--- config.mk ---
export PLATFORM = sky130hd
export DESIGN_NAME = supply_voltage_monitor_logic
export DESIGN_NICKNAME = d
export VERILOG_FILES = /design/src/rtl/svm_pkg.sv /design/src/rtl/svm_filter.sv /design/src/rtl/svm_restart.sv /design/src/rtl/supply_voltage_monitor_logic.sv
export SDC_FILE = /design/constraint.sdc
export NUM_CORES = 1
export LEC_CHECK = 0
export BUFFER_PORTS_ARGS = -buffer_cell sky130_fd_sc_hd__buf_2
export CELL_PAD_IN_SITES_DETAIL_PLACEMENT = 2
export CELL_PAD_IN_SITES_GLOBAL_PLACEMENT = 2
export CORE_MARGIN = 2
export CORE_UTILIZATION = 37
export DETAILED_ROUTE_END_ITERATION = 16
export PLACE_DENSITY_LB_ADDON = 0.1
export SYNTH_ARGS = -nofsm -noshare
export SYNTH_HDL_FRONTEND = slang
export SYNTH_SLANG_ARGS = --single-unit
--- constraint.sdc ---
create_clock -name ref_clk -period 7.66 [get_ports ref_clk]
set_input_delay 0.766 -clock ref_clk [delete_from_list [all_inputs] [get_ports ref_clk]]
set_output_delay 0.766 -clock ref_clk [all_outputs]
set_load 0.03 [all_outputs]
--- src/rtl/svm_pkg.sv ---
package svm_pkg;
  localparam logic [7:0]  OFS_CTRL1   = 8'h00;
  localparam logic [7:0]  OFS_CTRL2   = 8'h04;
  localparam logic [7:0]  OFS_STAT1   = 8'h08;
  localparam logic [7:0]  OFS_STAT2   = 8'h0C;
  localparam logic [7:0]  OFS_IRQSTAT = 8'h10;
  localparam logic [7:0]  OFS_IRQMASK = 8'h14;
  localparam logic [7:0]  OFS_SEC     = 8'h18;
  localparam int unsigned STAT_ABOVE  = 0;
  localparam int unsigned STAT_DET    = 1;
  localparam logic [31:0] CTRL1_WMASK = 32'h0001_FF1F;
  localparam logic [31:0] CTRL2_WMASK = 32'h0001_FF07;
  localparam logic [31:0] CTRL_RST    = 32'h0000_0000;
  localparam logic [1:0]  MASK_RST    = 2'h0;
  localparam logic [1:0]  SEC_RST     = 2'h0;
  localparam logic        LEVEL_RST   = 1'b1;
  localparam logic [1:0]  EDGE_FALL   = 2'h0;
  localparam logic [1:0]  EDGE_RISE   = 2'h1;
  localparam int unsigned CLK_NS      = 50;
  localparam int unsigned RESTART_NS  = 100000;
  localparam int unsigned RESTART_CYC = (RESTART_NS + CLK_NS - 1) / CLK_NS;
  localparam int unsigned RESTART_CW  = $clog2(RESTART_CYC + 1);
  localparam int unsigned DIV_W       = 4;

  typedef struct packed {
    logic [14:0] rsvd;
    logic        restartAfterFall;
    logic [1:0]  divSel;
    logic        filterEn;
    logic [1:0]  edgeSel;
    logic        nmiSel;
    logic        resetAct;
    logic        enable;
    logic [2:0]  pad;
    logic [4:0]  level;
  } ch_ctrl_t;

  typedef struct packed {
    logic level;
    logic rise;
    logic fall;
  } chan_evt_t;

  typedef enum logic [1:0] {RUN, HOLD, DELAY} restart_state_t;

  function automatic logic edgeHit(input logic [1:0] sel, input chan_evt_t e);
    case (sel)
      EDGE_FALL: edgeHit = e.fall;
      EDGE_RISE: edgeHit = e.rise;
      default:   edgeHit = e.rise | e.fall;
    endcase
  endfunction

  function automatic logic [DIV_W-1:0] divLast(input logic [1:0] sel);
    divLast = DIV_W'((2 << sel) - 1);
  endfunction
endpackage

--- src/rtl/svm_filter.sv ---
`timescale 1ns/1ns
module svm_filter (
  // clock and reset
  input  wire logic          ref_clk,
  input  wire logic          reset,
  // control
  input  wire logic          sampleTick,
  input  wire logic          filterEn,
  // comparator
  input  wire logic          cmpAbove,
  // accepted level and crossings
  output svm_pkg::chan_evt_t evt
);
  import svm_pkg::*;

  logic sample_q;
  logic level_q;
  logic levelPrev_q;

  always_ff @(posedge ref_clk or posedge reset) begin
    if (reset) begin
      sample_q <= LEVEL_RST;
    end else if (sampleTick) begin
      sample_q <= cmpAbove;
    end
  end

  always_ff @(posedge ref_clk or posedge reset) begin
    if (reset) begin
      level_q <= LEVEL_RST;
    end else if (!filterEn) begin
      level_q <= cmpAbove;
    end else if (sampleTick && cmpAbove == sample_q) begin
      level_q <= cmpAbove;
    end
  end

  always_ff @(posedge ref_clk or posedge reset) begin
    if (reset) begin
      levelPrev_q <= LEVEL_RST;
    end else begin
      levelPrev_q <= level_q;
    end
  end

  // one driver for the whole struct: level, rise, fall
  assign evt = {level_q, level_q & ~levelPrev_q, ~level_q & levelPrev_q};
endmodule

--- src/rtl/svm_restart.sv ---
`timescale 1ns/1ns
module svm_restart (
  // clock and reset
  input  wire logic ref_clk,
  input  wire logic reset,
  // channel state
  input  wire logic act,
  input  wire logic afterFall,
  input  wire logic above,
  input  wire logic fall,
  // reset request
  output logic      vmReset
);
  import svm_pkg::*;

  localparam logic [RESTART_CW-1:0] CNT_LAST = RESTART_CW'(RESTART_CYC - 1);

  restart_state_t          state_q;
  logic [RESTART_CW-1:0]   cnt_q;

  always_ff @(posedge ref_clk or posedge reset) begin
    if (reset) begin
      state_q <= RUN;
    end else begin
      case (state_q)
        RUN: begin
          if (act && afterFall && fall) begin
            state_q <= DELAY;
          end else if (act && !afterFall && !above) begin
            state_q <= HOLD;
          end
        end
        HOLD: begin
          if (!act) begin
            state_q <= RUN;
          end else if (above) begin
            state_q <= DELAY;
          end
        end
        DELAY: begin
          if (!act) begin
            state_q <= RUN;
          end else if (!afterFall && !above) begin
            state_q <= HOLD;
          end else if (cnt_q == CNT_LAST) begin
            state_q <= RUN;
          end
        end
        default: state_q <= RUN;
      endcase
    end
  end

  always_ff @(posedge ref_clk or posedge reset) begin
    if (reset) begin
      cnt_q <= '0;
    end else if (state_q != DELAY) begin
      cnt_q <= '0;
    end else begin
      cnt_q <= cnt_q + 1'b1;
    end
  end

  assign vmReset = (state_q != RUN);
endmodule

--- src/rtl/supply_voltage_monitor_logic.sv ---
`timescale 1ns/1ns
module supply_voltage_monitor_logic (
  // clock and reset
  input  wire logic        ref_clk,
  input  wire logic        reset,
  // ahb-lite slave
  input  wire logic        hsel,
  input  wire logic [31:0] haddr,
  input  wire logic [1:0]  htrans,
  input  wire logic        hwrite,
  input  wire logic [2:0]  hsize,
  input  wire logic [31:0] hwdata,
  input  wire logic        hready,
  input  wire logic        hnonsec,
  output logic [31:0]      hrdata,
  output logic             hreadyout,
  output logic             hresp,
  // low-speed oscillator and comparators
  input  wire logic        lowSpeedOsc,
  input  wire logic        cmpAbove1,
  input  wire logic        cmpAbove2,
  output logic [4:0]       levelSelectCh1,
  output logic [2:0]       levelSelectCh2,
  output logic             cmpEnable1,
  output logic             cmpEnable2,
  // resets, interrupts and events
  output logic             vm1Reset,
  output logic             vm2Reset,
  output logic             nmiReq,
  output logic             maskIrq1,
  output logic             maskIrq2,
  output logic             event1,
  output logic             event2,
  output logic             irq
);
  import svm_pkg::*;

  // bus data phase
  logic        dphValid_q;
  logic        dphWrite_q;
  logic        dphNonsec_q;
  logic [7:0]  dphAddr_q;
  logic        hreadyout_q;
  logic [31:0] hrdata_q;
  logic        accept;
  logic        wrFire;
  logic        rdFire;
  logic [31:0] rdData;

  // configuration and flags
  ch_ctrl_t    ctrl_q [2];
  logic [1:0]  det_q;
  logic [1:0]  irqStat_q;
  logic [1:0]  irqMask_q;
  logic [1:0]  secAttr_q;
  logic        irq_q;

  // sampling
  logic        oscPrev_q;
  logic        oscRise;
  logic [DIV_W-1:0] divCnt_q [2];
  logic [1:0]  tick;

  // channel results
  chan_evt_t   evt [2];
  logic [1:0]  crossing;
  logic [1:0]  irqHit;
  logic [1:0]  chReset;
  logic [1:0]  vmReset_q;
  logic [1:0]  maskIrq_q;
  logic [1:0]  event_q;
  logic        nmiReq_q;

  function automatic logic regAllowed(
    input logic [7:0] addr,
    input logic       nonsec,
    input logic [1:0] sec
  );
    logic ch1Reg;
    logic ch2Reg;
    ch1Reg = (addr == OFS_CTRL1) || (addr == OFS_STAT1);
    ch2Reg = (addr == OFS_CTRL2) || (addr == OFS_STAT2);
    regAllowed = !(nonsec && ((sec[0] && ch1Reg) || (sec[1] && ch2Reg)));
  endfunction

  // address phase capture
  assign accept = hsel && hready && htrans[1];

  always_ff @(posedge ref_clk or posedge reset) begin
    if (reset) begin
      dphValid_q  <= 1'b0;
      dphWrite_q  <= 1'b0;
      dphNonsec_q <= 1'b0;
      dphAddr_q   <= 8'h00;
    end else if (hready) begin
      dphValid_q  <= accept;
      dphWrite_q  <= hwrite;
      dphNonsec_q <= hnonsec;
      dphAddr_q   <= haddr[7:0];
    end
  end

  // reads take one wait state, writes none
  assign rdFire = dphValid_q && !dphWrite_q && !hreadyout_q;
  assign wrFire = dphValid_q && dphWrite_q;

  always_ff @(posedge ref_clk or posedge reset) begin
    if (reset) begin
      hreadyout_q <= 1'b1;
    end else if (accept && !hwrite) begin
      hreadyout_q <= 1'b0;
    end else begin
      hreadyout_q <= 1'b1;
    end
  end

  always_comb begin
    rdData = 32'h0000_0000;
    case (dphAddr_q)
      OFS_CTRL1:   rdData = ctrl_q[0];
      OFS_CTRL2:   rdData = ctrl_q[1];
      OFS_STAT1:   rdData = {30'h0, det_q[0], evt[0].level};
      OFS_STAT2:   rdData = {30'h0, det_q[1], evt[1].level};
      OFS_IRQSTAT: rdData = {30'h0, irqStat_q};
      OFS_IRQMASK: rdData = {30'h0, irqMask_q};
      OFS_SEC:     rdData = {30'h0, secAttr_q};
      default:     rdData = 32'h0000_0000;
    endcase
    if (!regAllowed(dphAddr_q, dphNonsec_q, secAttr_q)) begin
      rdData = 32'h0000_0000;
    end
  end

  always_ff @(posedge ref_clk or posedge reset) begin
    if (reset) begin
      hrdata_q <= 32'h0000_0000;
    end else if (rdFire) begin
      hrdata_q <= rdData;
    end
  end

  assign hrdata    = hrdata_q;
  assign hreadyout = hreadyout_q;
  assign hresp     = 1'b0;

  // security attribute, writable from secure accesses only
  always_ff @(posedge ref_clk or posedge reset) begin
    if (reset) begin
      secAttr_q <= SEC_RST;
    end else if (wrFire && !dphNonsec_q && dphAddr_q == OFS_SEC) begin
      secAttr_q <= hwdata[1:0];
    end
  end

  // interrupt mask
  always_ff @(posedge ref_clk or posedge reset) begin
    if (reset) begin
      irqMask_q <= MASK_RST;
    end else if (wrFire && dphAddr_q == OFS_IRQMASK) begin
      irqMask_q <= hwdata[1:0];
    end
  end

  // sticky interrupt status, cleared by read, set wins
  always_ff @(posedge ref_clk or posedge reset) begin
    if (reset) begin
      irqStat_q <= 2'h0;
    end else if (rdFire && dphAddr_q == OFS_IRQSTAT) begin
      irqStat_q <= crossing;
    end else begin
      irqStat_q <= irqStat_q | crossing;
    end
  end

  always_ff @(posedge ref_clk or posedge reset) begin
    if (reset) begin
      irq_q <= 1'b0;
    end else begin
      irq_q <= |(irqStat_q & irqMask_q);
    end
  end

  // oscillator edge for the sample dividers
  always_ff @(posedge ref_clk or posedge reset) begin
    if (reset) begin
      oscPrev_q <= 1'b0;
    end else begin
      oscPrev_q <= lowSpeedOsc;
    end
  end

  assign oscRise = lowSpeedOsc && !oscPrev_q;

  for (genvar i = 0; i < 2; i++) begin : g_ch
    localparam logic [7:0]  CTRL_OFS = (i == 0) ? OFS_CTRL1 : OFS_CTRL2;
    localparam logic [7:0]  STAT_OFS = (i == 0) ? OFS_STAT1 : OFS_STAT2;
    localparam logic [31:0] WMASK    = (i == 0) ? CTRL1_WMASK : CTRL2_WMASK;

    always_ff @(posedge ref_clk or posedge reset) begin
      if (reset) begin
        ctrl_q[i] <= ch_ctrl_t'(CTRL_RST);
      end else if (wrFire && dphAddr_q == CTRL_OFS
                   && regAllowed(dphAddr_q, dphNonsec_q, secAttr_q)) begin
        ctrl_q[i] <= ch_ctrl_t'(hwdata & WMASK);
      end
    end

    always_ff @(posedge ref_clk or posedge reset) begin
      if (reset) begin
        divCnt_q[i] <= '0;
      end else if (oscRise) begin
        if (divCnt_q[i] >= divLast(ctrl_q[i].divSel)) begin
          divCnt_q[i] <= '0;
        end else begin
          divCnt_q[i] <= divCnt_q[i] + 1'b1;
        end
      end
    end

    assign tick[i] = oscRise && divCnt_q[i] >= divLast(ctrl_q[i].divSel);

    svm_filter u_filter (
      .ref_clk    (ref_clk),
      .reset      (reset),
      .sampleTick (tick[i]),
      .filterEn   (ctrl_q[i].filterEn),
      .cmpAbove   ((i == 0) ? cmpAbove1 : cmpAbove2),
      .evt        (evt[i])
    );

    // both directions count as a crossing
    assign crossing[i] = ctrl_q[i].enable && (evt[i].rise || evt[i].fall);
    assign irqHit[i]   = ctrl_q[i].enable && !ctrl_q[i].resetAct
                         && edgeHit(ctrl_q[i].edgeSel, evt[i]);

    svm_restart u_restart (
      .ref_clk   (ref_clk),
      .reset     (reset),
      .act       (ctrl_q[i].enable && ctrl_q[i].resetAct),
      .afterFall (ctrl_q[i].restartAfterFall),
      .above     (evt[i].level),
      .fall      (evt[i].fall),
      .vmReset   (chReset[i])
    );

    always_ff @(posedge ref_clk or posedge reset) begin
      if (reset) begin
        vmReset_q[i] <= 1'b0;
      end else begin
        vmReset_q[i] <= chReset[i];
      end
    end

    // detection flag: write zero to clear, set wins
    always_ff @(posedge ref_clk or posedge reset) begin
      if (reset) begin
        det_q[i] <= 1'b0;
      end else if (crossing[i]) begin
        det_q[i] <= 1'b1;
      end else if (wrFire && dphAddr_q == STAT_OFS && !hwdata[STAT_DET]
                   && regAllowed(dphAddr_q, dphNonsec_q, secAttr_q)) begin
        det_q[i] <= 1'b0;
      end
    end

    always_ff @(posedge ref_clk or posedge reset) begin
      if (reset) begin
        event_q[i]   <= 1'b0;
        maskIrq_q[i] <= 1'b0;
      end else begin
        event_q[i]   <= crossing[i];
        maskIrq_q[i] <= irqHit[i] && !ctrl_q[i].nmiSel;
      end
    end

  end

  always_ff @(posedge ref_clk or posedge reset) begin
    if (reset) begin
      nmiReq_q <= 1'b0;
    end else begin
      nmiReq_q <= (irqHit[0] && ctrl_q[0].nmiSel)
                  || (irqHit[1] && ctrl_q[1].nmiSel);
    end
  end

  assign levelSelectCh1 = ctrl_q[0].level;
  assign levelSelectCh2 = ctrl_q[1].level[2:0];
  assign cmpEnable1     = ctrl_q[0].enable;
  assign cmpEnable2     = ctrl_q[1].enable;
  assign vm1Reset       = vmReset_q[0];
  assign vm2Reset       = vmReset_q[1];
  assign nmiReq         = nmiReq_q;
  assign maskIrq1       = maskIrq_q[0];
  assign maskIrq2       = maskIrq_q[1];
  assign event1         = event_q[0];
  assign event2         = event_q[1];
  assign irq            = irq_q;
endmodule

After elaboration in Yosys (flattened, before gate mapping) --
Cells that the tools add are included.
Word-level totals: output and inout port bits 52, bits of input ports 78, register bits after elaboration 127, word-level logic and storage cells 213
Operators by class: mux-type cells 34, reduce and logical (&&, ||, !) cells 83, equal/unequal tests 26, magnitude comparators 2, bitwise operators 12, shift operators 2, $add $sub $neg 6
Operator list (number):
- 17-bit one-hot mux with 7 select lines | 1
- 1-bit logical AND | 50
- 32-bit two-way mux | 1
- 2-bit two-way mux | 15
- 8-bit by 5-bit == test with 1-bit output, second input constant | 3
- 11-bit by 1-bit adder with 11-bit output, second input constant | 2
- 11-bit == test, second input constant | 2
- 11-bit two-way mux | 2
- 8-bit by 4-bit == test with 1-bit output, second input constant | 2
- 1-bit zero test | 15
- 2-bit one-hot mux with 3 select lines | 2
- 1-bit two-way mux | 9
- 4-bit by 1-bit adder with 4-bit output, second input constant | 2
- 2-bit by 1-bit == test with 1-bit output, second input constant | 4
- 8-bit by 3-bit == test with 1-bit output, second input constant | 1
- 4-bit greater-or-equal comparator | 2
- 2-bit zero test | 4
- 8-bit zero test | 1
- 4-bit two-way mux | 2
- 4-bit inequality test, second input constant | 2
- 2-bit nonzero test | 4
- 2-bit by 2-bit << shifter with 4-bit output, first input constant | 2
- 4-bit by 2-bit subtractor with 4-bit output, second input constant | 2
- 1-bit logical OR | 6
- 14 further kinds | 29

Longest topological paths before layout --
Gate-level depths: netlist (run 1).
word-level depth 9, gate-level depth with buffers 6, gate-level depth less buffers 6

Cells and area by module --
Synthesis (run 1) repeated with hierarchy kept, for this count alone.
Unflattened totals: cell total of the unflattened synthesis 473, area, all modules 5380.2 µm²
By module, submodules not included:
- supply_voltage_monitor_logic | sequential area each 1928.1 µm², instances 1, cells an instance 319, area an instance 3792.4 µm²
- svm_restart (g_ch[0].u_restart) | sequential area each 325.3 µm², instances 1, cells an instance 63, area an instance 646.9 µm²
- svm_restart (g_ch[1].u_restart) | sequential area each 325.3 µm², instances 1, cells an instance 63, area an instance 645.6 µm²
- svm_filter | sequential area each 78.8 µm², instances 2, cells an instance 14, area an instance 147.6 µm²

Worst setup path before layout (run 1) --
Ideal clock, no wire load.
path kind reg-to-reg, start point register dphAddr_q[2], end point register ctrl_q, in the netlist cmpEnable1, data required time 7535 ps, setup slack 5865 ps, arrival time 1669 ps, clock period less this slack 1795 ps, library setup time 125 ps, path buffers 1, cell stages (with the launch flop) 6, cells stage by stage dfrtp_1 -> mux2_4 -> a311oi_4 -> nand2_2 -> buf_6 -> mux2_4
Between the ends: word-level cells in the longest chain between the ends 7, elaborated cells between the ends (all ways) 13, those cells by class eq/ne (3); reduce/logical (10)
RTL lines:
- start: declaration | line supply_voltage_monitor_logic.sv:42 | logic [7:0] dphAddr_q;
- start signal: assignment | line supply_voltage_monitor_logic.sv:99 | dphAddr_q <= haddr[7:0];
- 8-bit by 4-bit == test with 1-bit output (tied with other cells) | line supply_voltage_monitor_logic.sv:81 | ch1Reg = (addr == OFS_CTRL1) || (addr == OFS_STAT1);
- 1-bit logical OR, on equally long branches | line supply_voltage_monitor_logic.sv:81, supply_voltage_monitor_logic.sv:82
- 1-bit logical AND | line supply_voltage_monitor_logic.sv:83 | regAllowed = !(nonsec && ((sec[0] && ch1Reg) || (sec[1] && ch2Reg)));
- 1-bit logical OR | line supply_voltage_monitor_logic.sv:83
- 1-bit logical AND | line supply_voltage_monitor_logic.sv:83
- 1-bit zero test | line supply_voltage_monitor_logic.sv:83
- 1-bit logical AND (*) | line supply_voltage_monitor_logic.sv:203 | && regAllowed(dphAddr_q, dphNonsec_q, secAttr_q)) begin
- end signal: indexed assignment | line supply_voltage_monitor_logic.sv:201 | ctrl_q[i] <= ch_ctrl_t'(CTRL_RST);
- end signal: indexed assignment | line supply_voltage_monitor_logic.sv:204 | ctrl_q[i] <= ch_ctrl_t'(hwdata & WMASK);
- end: declaration | line supply_voltage_monitor_logic.sv:51 | ch_ctrl_t ctrl_q [2];
Every way passes the cells marked *; elsewhere a longest branch is shown, timed or not. A chain may end at the register's enable or synchronous reset.

Worst setup path in the final report (run 1) --
start point register dphAddr_q[3], end point register ctrl_q, in the netlist cmpEnable2
Between the ends: word-level cells in the longest chain between the ends 7, elaborated cells between the ends (all ways) 13, those cells by class eq/ne (3); reduce/logical (10)
RTL lines (line):
- 8-bit by 4-bit == test with 1-bit output (tied with other cells) | supply_voltage_monitor_logic.sv:81
- 1-bit logical OR, on equally long branches | supply_voltage_monitor_logic.sv:81, supply_voltage_monitor_logic.sv:82
- 1-bit logical AND | supply_voltage_monitor_logic.sv:83
- 1-bit logical OR | supply_voltage_monitor_logic.sv:83
- 1-bit logical AND | supply_voltage_monitor_logic.sv:83
- 1-bit zero test | supply_voltage_monitor_logic.sv:83
- 1-bit logical AND (*) | supply_voltage_monitor_logic.sv:203
Marks and branches as above.

==> results of run 1 <==
worst paths after layout:
path / endpoint / slack, ps / cells past startpoint
max reg2reg: cmpEnable2 / 5110 / 3
min reg2reg: g_ch[0].u_filter.levelPrev_q / 440 / 0
min in group ref_clk: g_ch[0].u_filter.levelPrev_q / 440 / 0
max in group asynchronous: divCnt_q[6] / 5920 / 3
min: levelSelectCh1[4] / 440 / 2
max: cmpEnable2 / 5110 / 3
routing by layer:
metal | wire length [um] | vias to the layer above | GRT usage, %
met2 | 6320 | 54 | 31.1
met3 | 373 | 10 | 3.46
met5 | 0 | - | 0
met4 | 157 | 0 | 5.18
li1 | - | 1712 | -
met1 | 6160 | 1899 | 25.7
per-stage QoR:
| stage | power (mW) | hold slack [ps] |
|---|---|---|
| after floorplan | 0.861 | 385 |
| after global placement | 0.914 | 431 |
| after detailed placement | 0.931 | 431 |
| after CTS | 1.39 | 450 |
| after global routing | 1.44 | 449 |
| final | 1.37 | 435 |
cell families after synthesis:
group | after synthesis | synth area share (%)
XOR/XNOR | 19 | 3.16
flip-flops | 109 | 51.9
AO/OA/AOI/OAI | 63 | 8.21
multiplexers | 53 | 12.0
adder cells (fa/ha/maj) | 14 | 3.32
AND/OR/NAND/NOR | 154 | 15.4
buffers and inverters | 54 | 5.98
other | 1 | 0.0711
registers in the layout (all words and copies together), names as in the netlist, 2 cells and up:
| register | count |
|---|---|
| g_ch.u_filter.level_q | 2 |
| divCnt_q | 8 |
| det_q | 2 |
| g_ch.u_filter.sample_q | 2 |
| irqMask_q | 2 |
| irqStat_q | 2 |
| secAttr_q | 2 |
| g_ch.u_restart.cnt_q | 22 |
| hrdata | 14 |
| levelSelectCh2 | 3 |
| g_ch.u_restart.state_q | 4 |
| levelSelectCh1 | 5 |
| dphAddr_q | 8 |
| ctrl_q | 16 |
| g_ch.u_filter.levelPrev_q | 2 |
cell type report:
| type | instances | area [um^2] | share of cell area [%] |
|---|---|---|---|
| multi-input combinational | 322 | 2290 | 38.7 |
| clock buffer | 12 | 256 | 4.34 |
| inverter | 14 | 55.1 | 0.931 |
| clock inverter | 4 | 22.5 | 0.381 |
| tap | 180 | 225 | 3.81 |
| timing repair buffer | 65 | 328 | 5.54 |
| sequential | 109 | 2740 | 46.3 |
where the power goes:
part	internal [mW]	total, mW	switching, mW
registers	0.636	0.697	0.0615
logic	0.0883	0.218	0.130
clock network	0.237	0.450	0.213
total	0.961	1.37	0.404
layout by cell type, fill, tap and decap left out, drive strengths merged, types with 10 or more instances in the layout:
cell,instances
mux2,48
a22oi,10
conb,19
inv,14
nand4,10
xor2,12
nand3,11
nor2,37
buf,65
o21ai,21
dfrtp,102
clkbuf,12
ha,14
nand2,38
critical path: cells and delay by family, from the launching register on:
family / cells / cell delay, ps
AND/OR/NAND/NOR: 2 / 1360
multiplexers: 1 / 550
flip-flops: 1 / 500
==> flow_summary.yaml, run 1 <==
cells_and_area:
  drive_above_1_share_pct: 27.8
  insertedDiodeCount: 0
  fin_cells: 706
  final_util_pct: 42.6
  fillers: 1462
  nets: 613
  design_area_mm2: 0.00591
  areaGrowthSynthToFinish_pct: 12.1
yosys:
  syn_area_mm2: 0.00527
  synthFlopType: "dfrtp_1"
  yosysMostFrequentCell: "dfrtp_1"
  synth_top_area_share_pct: 48.4
  ys_types: 56
  ys_seq_area_share_pct: 51.9
  synth_edf_count: 0
  ys_seq_elements: 109
  synth_area_leaders: "dfrtp_1 48%, mux2_2 7.9%, buf_4 3.8%, dfstp_2 3.5%, ha_1 3.3%"
  synth_common_cells: "102 x dfrtp_1, 37 x mux2_2, 37 x nand2_1, 37 x nor2_1, 27 x buf_4"
  synth_area_per_cell_um2: 11.3
  yosysWarnings: 0
  syn_inst: 467
  synth_top_cell_by_area: "dfrtp_1"
  postSynth.asyncResetShare_pct: 100
clocking:
  ctsHoldBuffers: 0
  h-tree-depth: 3
  cts.repair.resized: 0
  path_clk_slew_ps: 70
  cts_root_buffer: "clkbuf_16"
  clock_path_buffers: 2
  postCtsSetupBuffers: 0
  clock-sinks: 109
  cts_buffers: 9
  clock_latency_ps: 350
  cts_tree: "built"
critical_path:
  reg2reg_from: "dphAddr_q[3]"
  worstSetupPathType: "reg2reg"
  worst_setup_path_start_kind: "flip-flop"
  critPathCaptureType: "flip-flop"
  path_cells: "nor3_1, nand4_1, mux2_2"
  max_stage_delay_ps: 810
  arrival_ps: 2780
  critPathLaunch: "dphAddr_q[3]"
  slowest_stage: "nand4_1"
  required_ps: 7890
  cp_max_fo: 12
sta:
  fin_crit_ps: 2550
  hold_viol: 0
  finalCritPeriodShare_pct: 33.3
  setup_tns_ps: 0
  slew_headroom_pct: 38.5
  fmax_mhz: 392
  fin_worst_skew_ps: 6.29
  worst_slack_ps: 5110
  rsz0062_at_grt: "false"
  slew_violations: 0
  finalSetupViolations: 0
  tightest_slew_ps: 923
floorplanning:
  floorplan.rows: 43
  fp.dieArea_mm2: 0.0152
  start_util_pct: 38.0
  core-area_mm2: 0.0139
  die-height_um: 123
  io_pins: 130
  die_w_um: 123
grt:
  antenna_found_initial: 0
  grt_max_degree: 72
  grt.total_usage_pct: 19.0
  grt_pass1_vias: 4006
  grt_remaining_overflow: 0
  grt_pass1_wl_um: 21800
worst_hold_path:
  min_path_type: "in2async"
placed_design:
  portBuffers: 64
  placedCellCount: 690
  gp_congestion: 0.788
  placed_area_mm2: 0.00563
  dp_slack_ps: 5010
  place_hpwl_um: 9430
outcome:
  status: "complete, no violations"
drt:
  vias: 3675
  drtIter0Drc: 149
  routed_wirelength_um: 13000
  firstDrtPassIters: 4
  vias_per_cell: 5.21
  wl_per_cell_um: 18.4
  postRouteAntennaNets: 0
  drc: 0
job:
  drv_cap: 0
pwr:
  p_per_area_mw_per_mm2: 231
  p_leak_nw: 2.66
  ir_drop_v: 0.000117
(Power assumes the default switching activity.)
==> run 2, diff against run 1 <==
Settings changed: ABC_AREA set to 1, CORE_UTILIZATION 37 to 32.
Clock period 7.66 ns to 2.5 ns, I/O delays scaled along.
==> flow_summary.yaml, run 2 <==
outcome:
  status: "finished with violations"
  violations: "hold timing"
clocking:
  ctsHoldBuffers: 0
  cts_tree: "built"
  cts_buffers: 9
  cts.repair.resized: 0
  path_clk_slew_ps: 70
  clock-sinks: 109
  h-tree-depth: 3
  postCtsSetupBuffers: 0
  clock_path_buffers: 2
  cts_root_buffer: "clkbuf_16"
  clock_latency_ps: 350
critical_path:
  max_stage_delay_ps: 400
  reg2reg_from: "dphAddr_q[4]"
  reg2reg_setup_slack_ps: 700
  crit_family: "simple AND/OR/NAND/NOR gates"
  reg2reg_depth: 9
  critPathCaptureType: "flip-flop"
  reg2reg_to: "ctrl_q[15]"
  critPathBufInv: 1
  required_ps: 2780
  slowest_stage: "dfrtp_1"
  critical_path.endpoint: "ctrl_q[15]"
  cp.depth: 9
  critPathLaunch: "dphAddr_q[4]"
  worst_setup_path_start_kind: "flip-flop"
  path_cells: "nor2_2, nand2_2, inv_4, nand3_2, nand2_2, nand2_4, nand2_4, nand2_1, o21ai_2"
  arrival_ps: 2080
  worstSetupPathType: "reg2reg"
  cp_max_fo: 24
yosys:
  postSynth.asyncResetShare_pct: 100
  ys_types: 37
  syn_area_mm2: 0.00558
  synth_common_cells: "158 x nand2_1, 102 x dfrtp_1, 76 x inv_1"
  synth_edf_count: 0
  synth_top_area_share_pct: 45.8
  ys_seq_area_share_pct: 49.1
  synth_area_per_cell_um2: 8.55
  syn_inst: 652
  yosysMostFrequentCell: "nand2_1"
  synth_top_cell_by_area: "dfrtp_1"
  synthFlopType: "dfrtp_1"
  synth_area_leaders: "dfrtp_1 46%, nand2_1 11%, inv_1 5.1%, nor2_1 3.9%, nand3_1 3.9%"
  yosysWarnings: 0
  ys_seq_elements: 109
sta:
  slew_violations: 0
  whs_ps: -2.05
  tightest_slew_ps: 701
  slew_headroom_pct: 53.3
  fin_worst_skew_ps: 7.59
  rsz0062_at_grt: "false"
  hold_viol: 1
  fin_crit_ps: 1800
  finalCritPeriodShare_pct: 72.0
  fmax_mhz: 556
  setup_tns_ps: 0
  finalSetupViolations: 0
  worst_slack_ps: 701
cells_and_area:
  layout_commonest_cell: "nand2_1"
  largest_reg_flops: 22
  final_cell_mix: "158 x nand2_1, 102 x dfrtp_1, 75 x inv_1"
  drive_above_1_share_pct: 21.5
  areaGrowthSynthToFinish_pct: 12.7
  nets: 804
  design_area_mm2: 0.00628
  regMostFlops: "g_ch.u_restart.cnt_q"
  insertedDiodeCount: 0
floorplanning:
  fp.dieArea_mm2: 0.0185
  floorplan.rows: 48
  die-height_um: 136
  core-area_mm2: 0.0172
  io_pins: 130
  start_util_pct: 32.5
  die_w_um: 136
grt:
  grt_max_degree: 110
  grt_remaining_overflow: 0
  antenna_found_initial: 0
  grt_pass1_wl_um: 25200
  grt.total_usage_pct: 17.6
  grt_pass1_vias: 4882
placed_design:
  place_hpwl_um: 11200
  gp_congestion: 0.803
  placed_area_mm2: 0.00599
  portBuffers: 64
  dp_slack_ps: 672
drt:
  vias: 4456
  drtIter0Drc: 96
  firstDrtPassIters: 4
  vias_per_cell: 4.73
  postRouteAntennaNets: 0
  drc: 0
  routed_wirelength_um: 15000
  wl_per_cell_um: 15.9
pwr:
  ir_drop_v: 0.000411
  p_leak_nw: 3.26
  total_power_mw: 5.05
  p_per_area_mw_per_mm2: 804
worst_hold_path:
  min_path_type: "in2async"
job:
  drv_cap: 0
run 2: cell types whose count changed after synthesis, sizes merged, moves of 12 or more:
| cell | delta |
|---|---|
| nor2 | +30 |
| mux2 | -46 |
| inv | +66 |
| o21ai | +34 |
| a21oi | +12 |
| nand2 | +143 |
| nand3 | +33 |
run 2: worst min path at each step:
| stage | start | to | slack [ps] |
|---|---|---|---|
| after floorplan | lowSpeedOsc | oscPrev_q | 280 |
| after global placement | lowSpeedOsc | oscPrev_q | 370 |
| after detailed placement | lowSpeedOsc | oscPrev_q | 380 |
| after CTS | lowSpeedOsc | oscPrev_q | 4 |
| after global routing | lowSpeedOsc | oscPrev_q | 5 |
| final | reset | g_ch[1].u_restart.cnt_q[9] | -2 |
run 2: metrics by stage:
step,hold slack (ps),utilization [%],std cells
after global routing,4.61,36.6,942
after detailed placement,380,34.9,926
after CTS,3.61,36.6,942
after global placement,374,34.9,926
final,-2.05,36.6,942
after floorplan,281,-,670
run 2: metal layers:
layer	vias up	share of wire [%]	GRT usage [%]
li1	2136	-	-
met1	2259	45	21.8
met2	53	52	31.7
met3	8	2.7	3.73
met4	0	0.75	3.01
met5	-	0	0
run 2: area by class of cell:
type / instances / area [um^2]
well taps: 225 / 282
clock inverters: 5 / 50.0
clock buffers: 11 / 243
fillers: 2036 / 10900
inverters: 80 / 309
repair buffers: 67 / 355
flip-flops and latches: 109 / 2740
multi-input cells: 445 / 2310
run 2: worst reg2reg max path, cell delays in order, from the launching register on:
cell and delay [ps]:
dfrtp_1 400, nor2_2 120, nand2_2 120, inv_4 140, nand3_2 100, nand2_2 90, nand2_4 170, nand2_4 400
nand2_1 120, o21ai_2 70
run 2: power by group:
| group | switching [mW] | leakage [nW] | internal [mW] | total (mW) |
|---|---|---|---|---|
| logic | 0.851 | 1.83 | 0.412 | 1.26 |
| clock network | 0.670 | 0.149 | 0.800 | 1.47 |
| registers | 0.254 | 1.28 | 2.07 | 2.32 |
| total | 1.77 | 3.26 | 3.28 | 5.05 |
run 2: cell families (layout without fill, tap and decap cells):
logic type	after synthesis	count (layout)	share of synthesized area, %
xor gates and xnor gates	10	10	1.57
adders and majority gates	14	14	3.14
other	1	19	0.0672
and+or+nand+nor	316	316	25.6
muxes	2	2	0.404
buffers and inverters	116	163	10.7
AOI/OAI and AO/OA	84	84	9.44
DFF	109	109	49.1
==> run 3, diff against run 2 <==
Clock period 2.5 ns to 1.8 ns, I/O delays scaled along.
==> flow_summary.yaml, run 3 (synthesis gave the netlist of run 2 again) <==
floorplanning:
  start_util_pct: 32.5
  die-height_um: 136
  floorplan.rows: 48
  core-area_mm2: 0.0172
  die_w_um: 136
  fp.dieArea_mm2: 0.0185
  io_pins: 130
cells_and_area:
  design_area_mm2: 0.00642
  final_cell_mix: "158 x nand2_1, 101 x dfrtp_1, 74 x inv_1"
  layout_commonest_cell: "nand2_1"
  fillers: 1993
  multiInputGateArea_mm2: 0.00233
  insertedDiodeCount: 0
  ff_latch_area_mm2: 0.00274
  largest_reg_flops: 22
  drive_above_1_share_pct: 23.0
  areaGrowthSynthToFinish_pct: 15.1
  fin_cells: 955
  nets: 817
  regMostFlops: "g_ch.u_restart.cnt_q"
drt:
  firstDrtPassIters: 4
  drtIter0Drc: 138
  vias: 4480
  drc: 0
  vias_per_cell: 4.69
  postRouteAntennaNets: 0
  wl_per_cell_um: 16.0
  routed_wirelength_um: 15300
critical_path:
  reg2reg_depth: 8
  max_stage_delay_ps: 410
  reg2reg_from: "dphAddr_q[4]"
  reg2reg_setup_slack_ps: 170
  worst_setup_path_start_kind: "flip-flop"
  arrival_ps: 1870
  path_cells: "nor2_2, nand2_2, nor2_4, inv_4, nor2_8, nand2_8, nand2_1, o21ai_2"
  slowest_stage: "dfrtp_1"
  worstSetupPathType: "reg2reg"
  reg2reg_to: "levelSelectCh1[1]"
  required_ps: 2040
  critPathCaptureType: "flip-flop"
  cp_max_fo: 26
grt:
  grt_max_degree: 58
  grt_pass1_wl_um: 25900
  grt.total_usage_pct: 18.0
  antenna_found_initial: 0
  grt_pass1_vias: 4971
  grt_remaining_overflow: 0
placed_design:
  portBuffers: 64
  gp_congestion: 0.785
  placed_area_mm2: 0.00609
  place_hpwl_um: 11600
  placedCellCount: 937
clocking:
  cts_tree: "built"
  clock-sinks: 109
  h-tree-depth: 3
  clock_path_buffers: 2
  cts_buffers: 9
  path_clk_slew_ps: 70
  clock_latency_ps: 360
  cts_root_buffer: "clkbuf_16"
pwr:
  p_leak_nw: 3.31
  swShare_pct: 35.1
  intPower_mw: 4.61
  pwr-share-clk_pct: 28.3
  comb_power_share_pct: 26.8
  p_per_area_mw_per_mm2: 1110
  p_seq_share_pct: 44.9
  p_sw_mw: 2.50
  ir_drop_v: 0.000472
worst_hold_path:
  min_path_cells: 3
  min_path_type: "in2reg"
  hold_end: "dphAddr_q[6]"
  hold_start: "haddr[6]"
sta:
  finalCritPeriodShare_pct: 90.4
  setup_tns_ps: 0
  hold_viol: 0
  rsz0062_at_grt: "false"
  fmax_mhz: 615
  slew_violations: 0
  fin_crit_ps: 1630
  finalSetupViolations: 0
  fin_worst_skew_ps: 6.35
outcome:
  status: "complete, no violations"
job:
  drv_cap: 0
==> run 3: cell types whose count changed in the layout (fill, tap and decap cells not counted), sizes merged <==
cell         delta
buf            +11
clkinv          -1
clkinvlp        +2
dlygate4sd3     +2
inv             -1
==> run 3: per-stage QoR <==
| step | power, mW | utilization [%] | hold WS [ps] | setup WS [ps] |
|---|---|---|---|---|
| floorplan | 4.49 | - | 211 | 310 |
| global placement | 5.02 | 35.4 | 304 | 140 |
| detailed placement | 5.16 | 35.4 | 312 | 94.0 |
| CTS | 7.24 | 37.2 | 17.5 | 24.5 |
| global route | 7.63 | 37.4 | 23.3 | 14.6 |
| finish | 7.10 | 37.4 | 28.8 | 173 |
==> run 3: worst max-delay path by stage <==
stage                      start  depth (start not counted)                  endpoint  slack, ps
floorplan                  reset                          1                cmpEnable1        310
global placement    dphAddr_q[4]                          9                ctrl_q[15]        140
detailed placement    ctrl_q[46]                         10  g_ch[0].u_filter.level_q         90
CTS                   ctrl_q[46]                         10  g_ch[0].u_filter.level_q         20
global route          ctrl_q[14]                         10  g_ch[1].u_filter.level_q         10
finish              dphAddr_q[4]                          8         levelSelectCh1[1]        170
==> run 3: cell type report <==
class	instances	area share [%]
multi-input combinational	445	36.3
clock buffer	11	3.62
sequential	109	42.6
clock inverter	5	0.818
inverter	80	4.87
tap	225	4.38
timing repair buffer	80	7.33
==> run 3: repair_timing <==
action / CTS / global route
hold buffers: 2 / 0
resized for setup: 0 / 8
setup endpoints to repair: 0 / 14
setup buffers: 0 / 0
hold endpoints to repair: 103 / 0
==> run 3: routing by layer <==
metal	share of wire [%]	vias up	global-route usage, %
li1	-	2166	-
met1	45	2243	22.8
met2	51	53	31.5
met3	2.1	18	2.35
met4	1.7	0	5.84
met5	0	-	0
==> run 3: critical path: cells and delay by family (launching register included) <==
kind                   cells  cell delay, ps
AND/OR/NAND/NOR            6             930
flip-flops                 1             410
buffers and inverters      1             100
AO/OA/AOI/OAI              1              60
==> run 3: power groups by stage <==
stage	clock [mW]	combinational [mW]	sequential, mW
2_1_floorplan	0	1.21	3.28
5_1_grt	2.18	2.18	3.26
6_report	2.01	1.91	3.19
4_1_cts	2.09	1.95	3.20
3_5_place_dp	0	1.92	3.24
3_3_place_gp	0	1.80	3.22
